--- src/design/exec_pkg.sv ---
// constants and types shared by the instruction execute core
`default_nettype none
package exec_pkg;

	// widths
	localparam int WORD_W = 14;
	localparam int DATA_W = 8;
	localparam int PC_W = 15;
	localparam int FILE_AW = 7;
	localparam int LATCH_W = 7;
	localparam int BUS_AW = 4;
	localparam int BUS_DW = 16;
	localparam int CYC_W = 16;
	localparam int STACK_DEPTH_DEF = 16;

	// instruction fields
	localparam int DEST_POS = 7;
	localparam int BIT_LSB = 7;
	localparam int OP_LSB = 8;
	localparam int BOP_LSB = 10;

	// six-bit major opcodes, bits 13..8
	localparam logic [5:0] OP_ADD_CARRY_FILE = 6'h3d;
	localparam logic [5:0] OP_SUB_BORROW_FILE = 6'h3b;
	localparam logic [5:0] OP_ROTATE_LEFT_CARRY = 6'h0d;
	localparam logic [5:0] OP_ROTATE_RIGHT_CARRY = 6'h0c;
	localparam logic [5:0] OP_DEC_SKIP_ZERO = 6'h0b;
	localparam logic [5:0] OP_INC_SKIP_ZERO = 6'h0f;
	localparam logic [5:0] OP_LITERAL_OR = 6'h38;
	localparam logic [5:0] OP_LITERAL_AND = 6'h39;
	localparam logic [5:0] OP_LITERAL_XOR = 6'h3a;
	localparam logic [5:0] OP_LITERAL_MINUS_ACC = 6'h3c;
	localparam logic [5:0] OP_RETURN_WITH_LITERAL = 6'h34;
	// four-bit bit-test opcodes, bits 13..10
	localparam logic [3:0] OP_BIT_TEST_SKIP_CLEAR = 4'h6;
	localparam logic [3:0] OP_BIT_TEST_SKIP_SET = 4'h7;
	// seven-bit opcode, bits 13..7
	localparam logic [6:0] OP_LITERAL_TO_PAGE_LATCH = 7'h63;
	// whole word
	localparam logic [13:0] OP_RETURN = 14'h0008;

	// status bit positions
	localparam int FLAG_C = 0;
	localparam int FLAG_HALF = 1;
	localparam int FLAG_Z = 2;

	// file map
	localparam logic [6:0] ADDR_INDIRECT_SLOT = 7'h00;
	localparam logic [6:0] ADDR_POINTER_REGISTER = 7'h04;

	// register port offsets
	localparam logic [3:0] REG_CTRL = 4'h0;
	localparam logic [3:0] REG_ACC = 4'h1;
	localparam logic [3:0] REG_STATUS = 4'h2;
	localparam logic [3:0] REG_PC_HIGH_LATCH = 4'h3;
	localparam logic [3:0] REG_PC = 4'h4;
	localparam logic [3:0] REG_STACK_PUSH = 4'h5;
	localparam logic [3:0] REG_FILE_SEL = 4'h6;
	localparam logic [3:0] REG_FILE_DATA = 4'h7;
	localparam logic [3:0] REG_CYCLES = 4'h8;
	localparam int CTRL_RUN = 0;
	localparam logic CTRL_RUN_RESET = 1'b0;

	typedef enum logic [1:0] {ST_EXEC, ST_SKIP, ST_FLUSH, ST_EXTRA} exec_state_t;

endpackage : exec_pkg
`default_nettype wire

--- src/design/mcu_instruction_execute.sv ---
// decode and execute core for the 14-bit instruction word
`default_nettype none
// Summary of operation
// - add with carry sums accumulator, file and carry; sets carry, half carry, zero
// - subtract with borrow takes accumulator and borrow from file; sets C, half carry, Z
// - rotate left through carry: old top bit to carry, carry into bit 0
// - rotate right through carry: old bit 0 to carry, carry into top bit
// - destination 0 writes the accumulator, 1 writes the file register
// - decrement or increment file, skip next when zero, flags untouched
// - bit test skips next when bit clear or set as asked, flags untouched
// - pc change or true skip costs two cycles, second one a no-op
// - indirect slot with pointer top bit set adds one cycle
// - return with literal loads accumulator, pc from stack top, two cycles
// - plain return pops stack into pc, two cycles, flags untouched
// - page latch load copies seven-bit literal in one cycle, no flags
// - literal or, and, xor into accumulator, only Z changes
// - literal minus accumulator into accumulator, sets C, half carry, Z
module mcu_instruction_execute
	import exec_pkg::*;
#(
	parameter int STACK_DEPTH = STACK_DEPTH_DEF
) (
	input wire logic clk,
	input wire logic rst,
	output logic [PC_W-1:0] pm_addr,
	input wire logic [WORD_W-1:0] pm_word,
	input wire logic [BUS_AW-1:0] reg_addr,
	input wire logic [BUS_DW-1:0] reg_wdata,
	input wire logic reg_wr,
	input wire logic reg_rd,
	output logic [BUS_DW-1:0] reg_rdata,
	output logic retire
);

	////////////////////////////////////////////////////////////////////////////////
	// state

	logic run_q;
	logic [DATA_W-1:0] acc_q;
	logic [2:0] flags_q;
	logic [LATCH_W-1:0] latch_q;
	logic [PC_W-1:0] pc_q;
	logic [FILE_AW-1:0] fsel_q;
	logic [CYC_W-1:0] cycles_q;
	logic [BUS_DW-1:0] rdata_q;
	logic [DATA_W-1:0] fmem_q [2**FILE_AW];
	exec_state_t state_q;

	////////////////////////////////////////////////////////////////////////////////
	// decode

	logic [WORD_W-1:0] ir;
	logic [5:0] op;
	logic [FILE_AW-1:0] fa;
	logic [FILE_AW-1:0] eff_addr;
	logic dest;
	logic [DATA_W-1:0] lit;
	logic [2:0] bsel;
	logic [DATA_W-1:0] ptr;
	logic [DATA_W-1:0] fval;
	logic is_bit_test;
	logic is_file_op;
	logic needs_extra;
	logic exec_go;
	logic halted_wr;

	assign ir = pm_word;
	assign op = ir[WORD_W-1:OP_LSB];
	assign fa = ir[FILE_AW-1:0];
	assign dest = ir[DEST_POS];
	assign lit = ir[DATA_W-1:0];
	assign bsel = ir[BOP_LSB-1:BIT_LSB];
	assign ptr = fmem_q[ADDR_POINTER_REGISTER];
	assign eff_addr = (fa == ADDR_INDIRECT_SLOT) ? ptr[FILE_AW-1:0] : fa;
	assign fval = fmem_q[eff_addr];
	assign is_bit_test = (ir[WORD_W-1:BOP_LSB] == OP_BIT_TEST_SKIP_CLEAR)
		|| (ir[WORD_W-1:BOP_LSB] == OP_BIT_TEST_SKIP_SET);
	assign is_file_op = is_bit_test || (op == OP_ADD_CARRY_FILE)
		|| (op == OP_SUB_BORROW_FILE) || (op == OP_ROTATE_LEFT_CARRY)
		|| (op == OP_ROTATE_RIGHT_CARRY) || (op == OP_DEC_SKIP_ZERO)
		|| (op == OP_INC_SKIP_ZERO);
	assign needs_extra = is_file_op && (fa == ADDR_INDIRECT_SLOT) && ptr[DATA_W-1]
		&& (state_q == ST_EXEC);
	assign exec_go = run_q && (((state_q == ST_EXEC) && !needs_extra)
		|| (state_q == ST_EXTRA));
	assign halted_wr = reg_wr && !run_q;

	////////////////////////////////////////////////////////////////////////////////
	// arithmetic

	logic [DATA_W-1:0] alu_a;
	logic [DATA_W-1:0] alu_b;
	logic alu_cin;
	logic [DATA_W-1:0] alu_sum;
	logic alu_c;
	logic alu_half;

	always_comb begin
		alu_a = acc_q;
		alu_b = fval;
		alu_cin = flags_q[FLAG_C];
		if (op == OP_SUB_BORROW_FILE) begin
			alu_a = fval;
			alu_b = ~acc_q;
		end else if (op == OP_LITERAL_MINUS_ACC) begin
			alu_a = lit;
			alu_b = ~acc_q;
			alu_cin = 1'b1;
		end
	end

	exec_adder u_adder (
		.a(alu_a),
		.b(alu_b),
		.cin(alu_cin),
		.sum(alu_sum),
		.cout(alu_c),
		.half(alu_half)
	);

	////////////////////////////////////////////////////////////////////////////////
	// execute

	logic [DATA_W-1:0] res;
	logic wr_dest;
	logic wr_acc;
	logic [2:0] flags_d;
	logic skip;
	logic jump;
	logic latch_wr;
	logic known;

	always_comb begin
		res = fval;
		wr_dest = 1'b0;
		wr_acc = 1'b0;
		flags_d = flags_q;
		skip = 1'b0;
		jump = 1'b0;
		latch_wr = 1'b0;
		known = 1'b1;
		case (op)
			OP_ADD_CARRY_FILE, OP_SUB_BORROW_FILE: begin
				res = alu_sum;
				wr_dest = 1'b1;
				flags_d[FLAG_C] = alu_c;
				flags_d[FLAG_HALF] = alu_half;
				flags_d[FLAG_Z] = (alu_sum == '0);
			end
			OP_ROTATE_LEFT_CARRY: begin
				res = {fval[DATA_W-2:0], flags_q[FLAG_C]};
				wr_dest = 1'b1;
				flags_d[FLAG_C] = fval[DATA_W-1];
			end
			OP_ROTATE_RIGHT_CARRY: begin
				res = {flags_q[FLAG_C], fval[DATA_W-1:1]};
				wr_dest = 1'b1;
				flags_d[FLAG_C] = fval[0];
			end
			OP_DEC_SKIP_ZERO, OP_INC_SKIP_ZERO: begin
				res = (op == OP_INC_SKIP_ZERO) ? fval + 8'h01 : fval - 8'h01;
				wr_dest = 1'b1;
				skip = (res == '0);
			end
			OP_LITERAL_OR, OP_LITERAL_AND, OP_LITERAL_XOR: begin
				case (op)
					OP_LITERAL_OR: res = acc_q | lit;
					OP_LITERAL_AND: res = acc_q & lit;
					default: res = acc_q ^ lit;
				endcase
				wr_acc = 1'b1;
				flags_d[FLAG_Z] = (res == '0);
			end
			OP_LITERAL_MINUS_ACC: begin
				res = alu_sum;
				wr_acc = 1'b1;
				flags_d[FLAG_C] = alu_c;
				flags_d[FLAG_HALF] = alu_half;
				flags_d[FLAG_Z] = (alu_sum == '0);
			end
			OP_RETURN_WITH_LITERAL: begin
				res = lit;
				wr_acc = 1'b1;
				jump = 1'b1;
			end
			default: begin
				if (is_bit_test) begin
					skip = fval[bsel] == ir[BOP_LSB];
				end else if (ir[WORD_W-1:BIT_LSB] == OP_LITERAL_TO_PAGE_LATCH) begin
					latch_wr = 1'b1;
				end else if (ir == OP_RETURN) begin
					jump = 1'b1;
				end else begin
					known = 1'b0;
				end
			end
		endcase
	end

	////////////////////////////////////////////////////////////////////////////////
	// return stack

	logic [PC_W-1:0] stack_top;
	logic push;

	assign push = halted_wr && (reg_addr == REG_STACK_PUSH);

	exec_stack #(
		.DEPTH(STACK_DEPTH)
	) u_stack (
		.clk(clk),
		.rst(rst),
		.push(push),
		.pop(exec_go && jump),
		.push_val(reg_wdata[PC_W-1:0]),
		.top(stack_top)
	);

	////////////////////////////////////////////////////////////////////////////////
	// sequencing

	always_ff @(posedge clk) begin
		if (rst) begin
			state_q <= ST_EXEC;
			pc_q <= '0;
		end else if (exec_go) begin
			if (jump) begin
				pc_q <= stack_top;
				state_q <= ST_FLUSH;
			end else begin
				pc_q <= pc_q + 15'h0001;
				state_q <= skip ? ST_SKIP : ST_EXEC;
			end
		end else if (run_q) begin
			case (state_q)
				ST_EXEC: state_q <= ST_EXTRA;
				ST_SKIP: begin
					pc_q <= pc_q + 15'h0001;
					state_q <= ST_EXEC;
				end
				default: state_q <= ST_EXEC;
			endcase
		end
	end

	assign pm_addr = pc_q;
	assign retire = exec_go;

	always_ff @(posedge clk) begin
		if (rst) begin
			cycles_q <= '0;
		end else if (run_q) begin
			cycles_q <= cycles_q + 16'h0001;
		end
	end

	////////////////////////////////////////////////////////////////////////////////
	// working registers

	always_ff @(posedge clk) begin
		if (rst) begin
			acc_q <= '0;
			flags_q <= '0;
		end else if (exec_go) begin
			if (wr_acc || (wr_dest && !dest)) begin
				acc_q <= res;
			end
			flags_q <= flags_d;
		end else if (halted_wr && (reg_addr == REG_ACC)) begin
			acc_q <= reg_wdata[DATA_W-1:0];
		end else if (halted_wr && (reg_addr == REG_STATUS)) begin
			flags_q <= reg_wdata[2:0];
		end
	end

	always_ff @(posedge clk) begin
		if (rst) begin
			latch_q <= '0;
		end else if (exec_go && latch_wr) begin
			latch_q <= ir[LATCH_W-1:0];
		end
	end

	always_ff @(posedge clk) begin
		if (rst) begin
			for (int i = 0; i < 2**FILE_AW; i++) begin
				fmem_q[i] <= '0;
			end
		end else if (exec_go && wr_dest && dest) begin
			fmem_q[eff_addr] <= res;
		end else if (halted_wr && (reg_addr == REG_FILE_DATA)) begin
			fmem_q[fsel_q] <= reg_wdata[DATA_W-1:0];
		end
	end

	////////////////////////////////////////////////////////////////////////////////
	// register port

	always_ff @(posedge clk) begin
		if (rst) begin
			run_q <= CTRL_RUN_RESET;
			fsel_q <= '0;
		end else if (reg_wr && (reg_addr == REG_CTRL)) begin
			run_q <= reg_wdata[CTRL_RUN];
		end else if (halted_wr && (reg_addr == REG_FILE_SEL)) begin
			fsel_q <= reg_wdata[FILE_AW-1:0];
		end
	end

	always_ff @(posedge clk) begin
		if (rst || !reg_rd) begin
			rdata_q <= '0;
		end else begin
			case (reg_addr)
				REG_CTRL: rdata_q <= BUS_DW'(run_q);
				REG_ACC: rdata_q <= BUS_DW'(acc_q);
				REG_STATUS: rdata_q <= BUS_DW'(flags_q);
				REG_PC_HIGH_LATCH: rdata_q <= BUS_DW'(latch_q);
				REG_PC: rdata_q <= BUS_DW'(pc_q);
				REG_FILE_SEL: rdata_q <= BUS_DW'(fsel_q);
				REG_FILE_DATA: rdata_q <= BUS_DW'(fmem_q[fsel_q]);
				REG_CYCLES: rdata_q <= cycles_q;
				default: rdata_q <= '0;
			endcase
		end
	end

	assign reg_rdata = rdata_q;

	logic go_op_rl;
	logic go_op_rr;
	assign go_op_rl = exec_go && (op == OP_ROTATE_LEFT_CARRY);
	assign go_op_rr = exec_go && (op == OP_ROTATE_RIGHT_CARRY);
endmodule : mcu_instruction_execute
`default_nettype wire

--- src/design/exec_adder.sv ---
// eight-bit adder with carry and half carry outputs
`default_nettype none
module exec_adder
	import exec_pkg::*;
(
	input wire logic [DATA_W-1:0] a,
	input wire logic [DATA_W-1:0] b,
	input wire logic cin,
	output logic [DATA_W-1:0] sum,
	output logic cout,
	output logic half
);
	logic [DATA_W:0] full;
	logic [4:0] low;

	always_comb begin
		full = {1'b0, a} + {1'b0, b} + {8'h00, cin};
		low = {1'b0, a[3:0]} + {1'b0, b[3:0]} + {4'h0, cin};
		sum = full[DATA_W-1:0];
		cout = full[DATA_W];
		half = low[4];
	end

endmodule : exec_adder
`default_nettype wire

--- src/design/exec_stack.sv ---
// hardware return stack held in flip-flops
`default_nettype none
module exec_stack
	import exec_pkg::*;
#(
	parameter int DEPTH = STACK_DEPTH_DEF
) (
	input wire logic clk,
	input wire logic rst,
	input wire logic push,
	input wire logic pop,
	input wire logic [PC_W-1:0] push_val,
	output logic [PC_W-1:0] top
);
	localparam int SP_W = $clog2(DEPTH);
	logic [PC_W-1:0] mem_q [DEPTH];
	logic [SP_W-1:0] sp_q;
	logic [SP_W-1:0] top_idx;

	// pointer wraps on overflow and underflow
	assign top_idx = sp_q - SP_W'(1);
	assign top = mem_q[top_idx];

	always_ff @(posedge clk) begin
		if (rst) begin
			sp_q <= '0;
		end else if (push) begin
			sp_q <= sp_q + SP_W'(1);
		end else if (pop) begin
			sp_q <= top_idx;
		end
	end

	always_ff @(posedge clk) begin
		if (rst) begin
			for (int i = 0; i < DEPTH; i++) begin
				mem_q[i] <= '0;
			end
		end else if (push) begin
			mem_q[sp_q] <= push_val;
		end
	end

endmodule : exec_stack
`default_nettype wire

--- config.mk ---
export PLATFORM = sky130hd
export DESIGN_NAME = mcu_instruction_execute
export DESIGN_NICKNAME = d
export VERILOG_FILES = /design/src/design/exec_pkg.sv /design/src/design/mcu_instruction_execute.sv /design/src/design/exec_adder.sv /design/src/design/exec_stack.sv
export SDC_FILE = /design/constraint.sdc
export NUM_CORES = 2
export LEC_CHECK = 0
export BUFFER_PORTS_ARGS = -buffer_cell sky130_fd_sc_hd__buf_2
export CAP_MARGIN = 20
export CORE_UTILIZATION = 40
export DETAILED_ROUTE_END_ITERATION = 10
export PLACE_DENSITY_LB_ADDON = 0.1
export SYNTH_ARGS = -nofsm -noshare
export SYNTH_HDL_FRONTEND = slang
export SYNTH_HIERARCHICAL = 1
export SYNTH_SLANG_ARGS = --single-unit
--- constraint.sdc ---
create_clock -name clk -period 5.5 [get_ports clk]
set_input_delay 0.275 -clock clk [delete_from_list [all_inputs] [get_ports clk]]
set_output_delay 0.275 -clock clk [all_outputs]
set_load 0.01 [all_outputs]
; Yosys cells after proc, flatten, opt, wreduce, memory -nomap -nowiden
; Memory sizes are Yosys's and may differ from the RTL's. A register that Yosys moved wholly into a read port is not among the register bits.
; Cells that the tools add are included.
[classes]
addsub = 10
bitwise_logic = 5
muxes = 68
n_eq_ne = 31
order_cmp = 1
n_reduce_logical = 59
[ops]
columns = op, count
row1 = one-hot mux 16 bit (8 select lines), 1
row2 = two-way mux 8 bit, 11
row3 = two-way mux 15 bit, 5
row4 = one-hot mux 8 bit (6 select lines), 1
row5 = equality test 6 bit (second input constant), 7
row6 = two-way mux 7 bit, 5
row7 = two-way mux 1 bit, 29
row8 = equality test 4 x 3 -> 1 bit (second input constant), 6
row9 = equality test 6 x 4 -> 1 bit (second input constant), 4
row10 = logical NOT 8 bit, 3
row11 = logical AND 1 bit, 17
row12 = adder 16 x 1 -> 16 bit (second input constant), 1
row13 = one-hot mux 8 bit (2 select lines), 1
row14 = OR reduction 8 bit, 2
row15 = adder 15 x 1 -> 15 bit (second input constant), 1
row16 = OR reduction 15 bit, 1
row17 = equality test 14 x 4 -> 1 bit (second input constant), 1
row18 = two-way mux 4 bit, 3
row19 = OR reduction 11 bit, 1
row20 = logical OR 1 bit, 10
row21 = nonzero test 2 bit, 5
row22 = OR reduction 10 bit, 1
row23 = adder 8 x 8 -> 9 bit, 1
row24 = adder 9 x 1 -> 9 bit, 1
row25 = 39 further kinds, 56
[totals]
mem_bits_rw = 1264
inputBits = 38
memories = 2
wordCells = 188
out_inout_bits = 32
ff_bits = 79
[memory_table]
columns = memory, words, width, rd, rd_ports_with_merged_regs, write_ports, line_no
row1 = fmem_q, 128, 8, 3, 1, 128, mcu_instruction_execute.sv:46  ; logic [DATA_W-1:0] fmem_q [2**FILE_AW];
row2 = u_stack.mem_q, 16, 15, 1, 0, 16, exec_stack.sv:16  ; logic [PC_W-1:0] mem_q [DEPTH];

; Logic depth before layout (Yosys ltp)
[depth]
depth_word = 23
ltp_mapped = 30
depth_no_buf = 22

; Hierarchy
; Netlist, hierarchy kept.
[modules_own_cells]
columns = module, instances, seq_area_each_um2, cells_per_inst, area_each_um2
row1 = mcu_instruction_execute, 1, 32391.1, 5383, 60490.5
row2 = exec_stack, 1, 7287.0, 728, 11418.5
row3 = exec_adder, 1, 0.0, 38, 316.6

; Worst setup path before layout
; OpenSTA, ideal clock, no wires.
[synth_path]
path_kind = input to register
from = in pm_word[0]
to = mem fmem_q[64][4] (data pin)
required_time_ns = 5.238
stages = 27
setup_slack_ns = -0.239
arrival_time_ns = 5.477
setup_time_ns = 0.262
path_buffers = 6
path_cell_list = buf_2 > nor4b_2 > a21o_1 > buf_4 > buf_2 > buf_2 > mux2i_1 > nor3_1 > o21ai_0 > o2111ai_1 > a211oi_4 > nor3_1 > a221o_1 > fa_1 > fa_1 > a21oi_1 > nor2b_1 > or2_2 > xor2_1 > a22oi_1 > o2111ai_1 > a221o_1 > o21ai_1 > o21a_1 > buf_6 > buf_6 > nor2_1
[synth_rtl]
columns = item, line_no
row1 = from (decl), mcu_instruction_execute.sv:26  ; input wire logic [WORD_W-1:0] pm_word,
row2 = to (decl), mcu_instruction_execute.sv:46

==> run_results.csv <==
group,metric,value,unit
die,start_util,40.4,%
synthesis,yosysWarnings,6,
critical_path,critPathLaunchType,"flop",
placed_design,place_congestion,0.993,
routing,drtAntennaViolNets,0,
synthesis,synth-seq-cells,1350,
placed_design,port_buffers,68,
sta,fin_worst_skew,0.0525,ns
sta,grt_setup_unrepaired,"yes",
cells_and_area,drive_above_1_share,25.1,%
routing,drt_iter0_markers,7810,
sta,finalSetupViolations,1033,
cells_and_area,multi_input_area,30800,um2
die,fp.coreArea,179000,um2
critical_path,critPathSlowestCell,"a221o_1",
cells_and_area,fillers,16000,
synthesis,yosysSeqAreaShare,54.9,%
sta,fmax,155,MHz
cts,h-tree-depth,4,
cts,cts_tree,"yes",
run_status,status,"complete, but fails checks",
synthesis,synth_area_per_cell,11.7,um2
routing,viasPerCell,6.28,
sta,finalHoldViolations,0,
die,fp-row-count,155,
global_route,track_usage,32.6,%
global_route,antenna_found_initial,10,
critical_path,crit_type,"reg2reg",
critical_path,critPathMaxStageDelay,0.40,ns
routing,drt_first_pass_iters,8,
die,die_area,182000,um2
critical_path,cpLargestDelayFamily,"compound AO/OA/AOI/OAI gates",
sta,timing.hold.ws,0.0547,ns
sta,fin_crit,6.45,ns
cts,cts_root_buf,"clkbuf_16",
synthesis,ys.flop_type,"edfxtp_1",
critical_path,cp_num_buf_inv,9,
synthesis,yosysMostFrequentCell,"edfxtp_1",
global_route,grt.overflow.total,0,
synthesis,synth_area_leaders,"edfxtp_1 (53%), mux4_2 (12%), nor2_1 (5.7%)",
worst_hold_path,hp-class,"in2reg",
critical_path,crit_fanout,15,
critical_path,endpoint_kind,"flop",
sta,fin_crit_sh,117,%
synthesis,yosys.area.top_type,"edfxtp_1",
cells_and_area,seq_area,39700,um2
power,p_leak,0.0315,uW
global_route,grt_pass1_vias,53900,
sta,setup_ws,-0.949,ns
cts,clk_path_buf_depth,3,
cts,clkLatencyLatePin,0.84,ns
critical_path,path_common_cell,"buf_12",
global_route,grt_pass1_wl,421,mm
cells_and_area,area_growth,21.2,%
synthesis,synth-edff-count,1264,
sta,tns,-699.91,ns
die,dieWidth,427,um
global_route,grt_max_degree,95,
routing,drt-total-wl,303,mm
synthesis,yosysUniqueCellTypes,95,
synthesis,syn-num-nets,6228,
critical_path,worstPathRequired,6.06,ns
placed_design,dp_hpwl,216,mm
die,ios,70,
sta,timing.slew.headroom,19.5,%
cts,cts_made_buffers,160,
cts,clock-sinks,1350,
synthesis,syn_area,72200,um2
synthesis,yosysTopAreaCellShare,52.6,%
sta,worst_slew_pin_slew,1.20,ns
power,fin_total_pwr,26600,uW
power,power_density,304,nW/um2
critical_path,critPathArrivalTime,7.01,ns
synthesis,syn_inst,6149,
routing,vias,57600,
placed_design,place_ws,-1.77,ns
cts,clk_pin_slew,0.06,ns
cells_and_area,nets,6755,
routing,drc,0,
power,ir_worst_vdd,0.240,mV
flow_run,maxCapViolations,0,
die,die_h,427,um
run_status,violations,"negative setup slack",
synthesis,synthTopCellsByCount,"edfxtp_1 (1264), nor2_1 (1093), nand2_1 (797), mux4_2 (377), a21oi_1 (262)",
sta,drv_slew,0,
synthesis,synthArstFlopShare,0,%
routing,post_drt_wl_per_cell,33.0,um
-- path summary, 6_finish.rpt --
path                                   start             end  slack [ns]  cells past startpoint
worst max register to register  fmem_q[4][2]  fmem_q[127][7]       -0.95                     29
worst min-delay path            reg_wdata[0]            flop        0.05                      3
worst min register to register    latch_q[3]      latch_q[3]        0.49                      2
worst max-delay path            fmem_q[4][2]  fmem_q[127][7]       -0.95                     29
-- per-layer routing --
| metal | global-route usage (%) | share of wire, % |
|---|---|---|
| met4 | 12.8 | 4.5 |
| met1 | 47.0 | 42 |
| met2 | 47.0 | 42 |
| met5 | 0 | 0.037 |
| met3 | 8.28 | 11 |
-- power by group --
group	internal, uW	switching, uW
combinational	1500	2540
sequential	11500	209
clock	6170	4650
-- flip-flops by register name, indices dropped and copies added, names as in the netlist, named ones only --
signal         flops
fmem_q          1024
u_stack/mem_q    240
cycles_q          16
reg_rdata         16
pm_addr           15
acc_q              8
fsel_q             7
latch_q            7
u_stack/sp_q       4
flags_q            3
state_q            2
run_q              1
-- layout make-up --
class / count / area share (%)
Clock buffer: 198 / 4.93
Antenna cell: 5 / 0.0143
Tap cell: 2355 / 3.37
Clock inverter: 96 / 1.08
Multi-Input combinational cell: 4220 / 35.2
Inverter: 69 / 0.299
Timing Repair Buffer: 875 / 9.74
Sequential cell: 1350 / 45.3
-- metrics by stage --
stage / utilization [%] / cells / instance area (um2)
after floorplan: - / 6149 / 72300
after global placement: 44.7 / 8771 / 80000
after detailed placement: 44.7 / 8773 / 80000
after CTS: 48.6 / 9136 / 86800
after global routing: 49.0 / 9163 / 87500
final: 49.0 / 9168 / 87500
-- timing repair --
item / in CTS / in global routing
pin swaps: 31 / 28
hold buffers: 25 / 0
hold endpoints to repair: 150 / 0
buffers inserted: 36 / 21
resized for setup: 137 / 102
setup endpoints to repair: 1035 / 1035
gates cloned: 9 / 7
-- cell usage in the layout, fill, tap and decap left out, drive strengths merged, types with 12 or more instances in the layout --
| cell | netlist | routed |
|---|---|---|
| a211oi | 148 | 148 |
| a21oi | 264 | 264 |
| a221o | 12 | 12 |
| a221oi | 67 | 67 |
| a22oi | 30 | 30 |
| a311oi | 23 | 23 |
| a31oi | 58 | 58 |
| a32oi | 18 | 18 |
| and2 | 244 | 244 |
| and3 | 26 | 26 |
| buf | 296 | 843 |
| bufinv | 0 | 12 |
| clkbuf | 215 | 204 |
| clkinv | 2 | 75 |
| dfxtp | 86 | 86 |
| dlygate4sd3 | 0 | 25 |
| edfxtp | 1264 | 1264 |
| ha | 38 | 38 |
| inv | 67 | 75 |
| mux2i | 226 | 226 |
| mux4 | 400 | 400 |
| nand2 | 798 | 798 |
| nand2b | 22 | 22 |
| nand3 | 151 | 151 |
| nand4 | 23 | 23 |
| nor2 | 1094 | 1094 |
| nor2b | 31 | 31 |
| nor3 | 187 | 187 |
| nor3b | 14 | 14 |
| nor4 | 30 | 30 |
| o211ai | 20 | 20 |
| o21ai | 84 | 84 |
| o22ai | 39 | 39 |
| or2 | 25 | 25 |
| xnor2 | 14 | 14 |
-- tightest hold or removal path: cells and delay by family --
family,cells,cell delay (ns)
buffers and inverters,1,0.29
muxes,1,0.20
and+or+nand+nor,1,0.06
-- cell families (layout without fill, tap and decap cells) --
kind of cell,count (synthesis),count (layout),synth area share (%)
AND/OR/NAND/NOR,2676,2676,16.3
flip-flops,1350,1350,54.9
AO/OA/AOI/OAI,843,844,7.86
multiplexers,634,634,15.8
buffers and inverters,580,1238,4.02
adder cells (fa/ha/maj),41,41,0.741
XOR/XNOR,25,25,0.314
other,0,5,0
(Power assumes the default switching activity.)
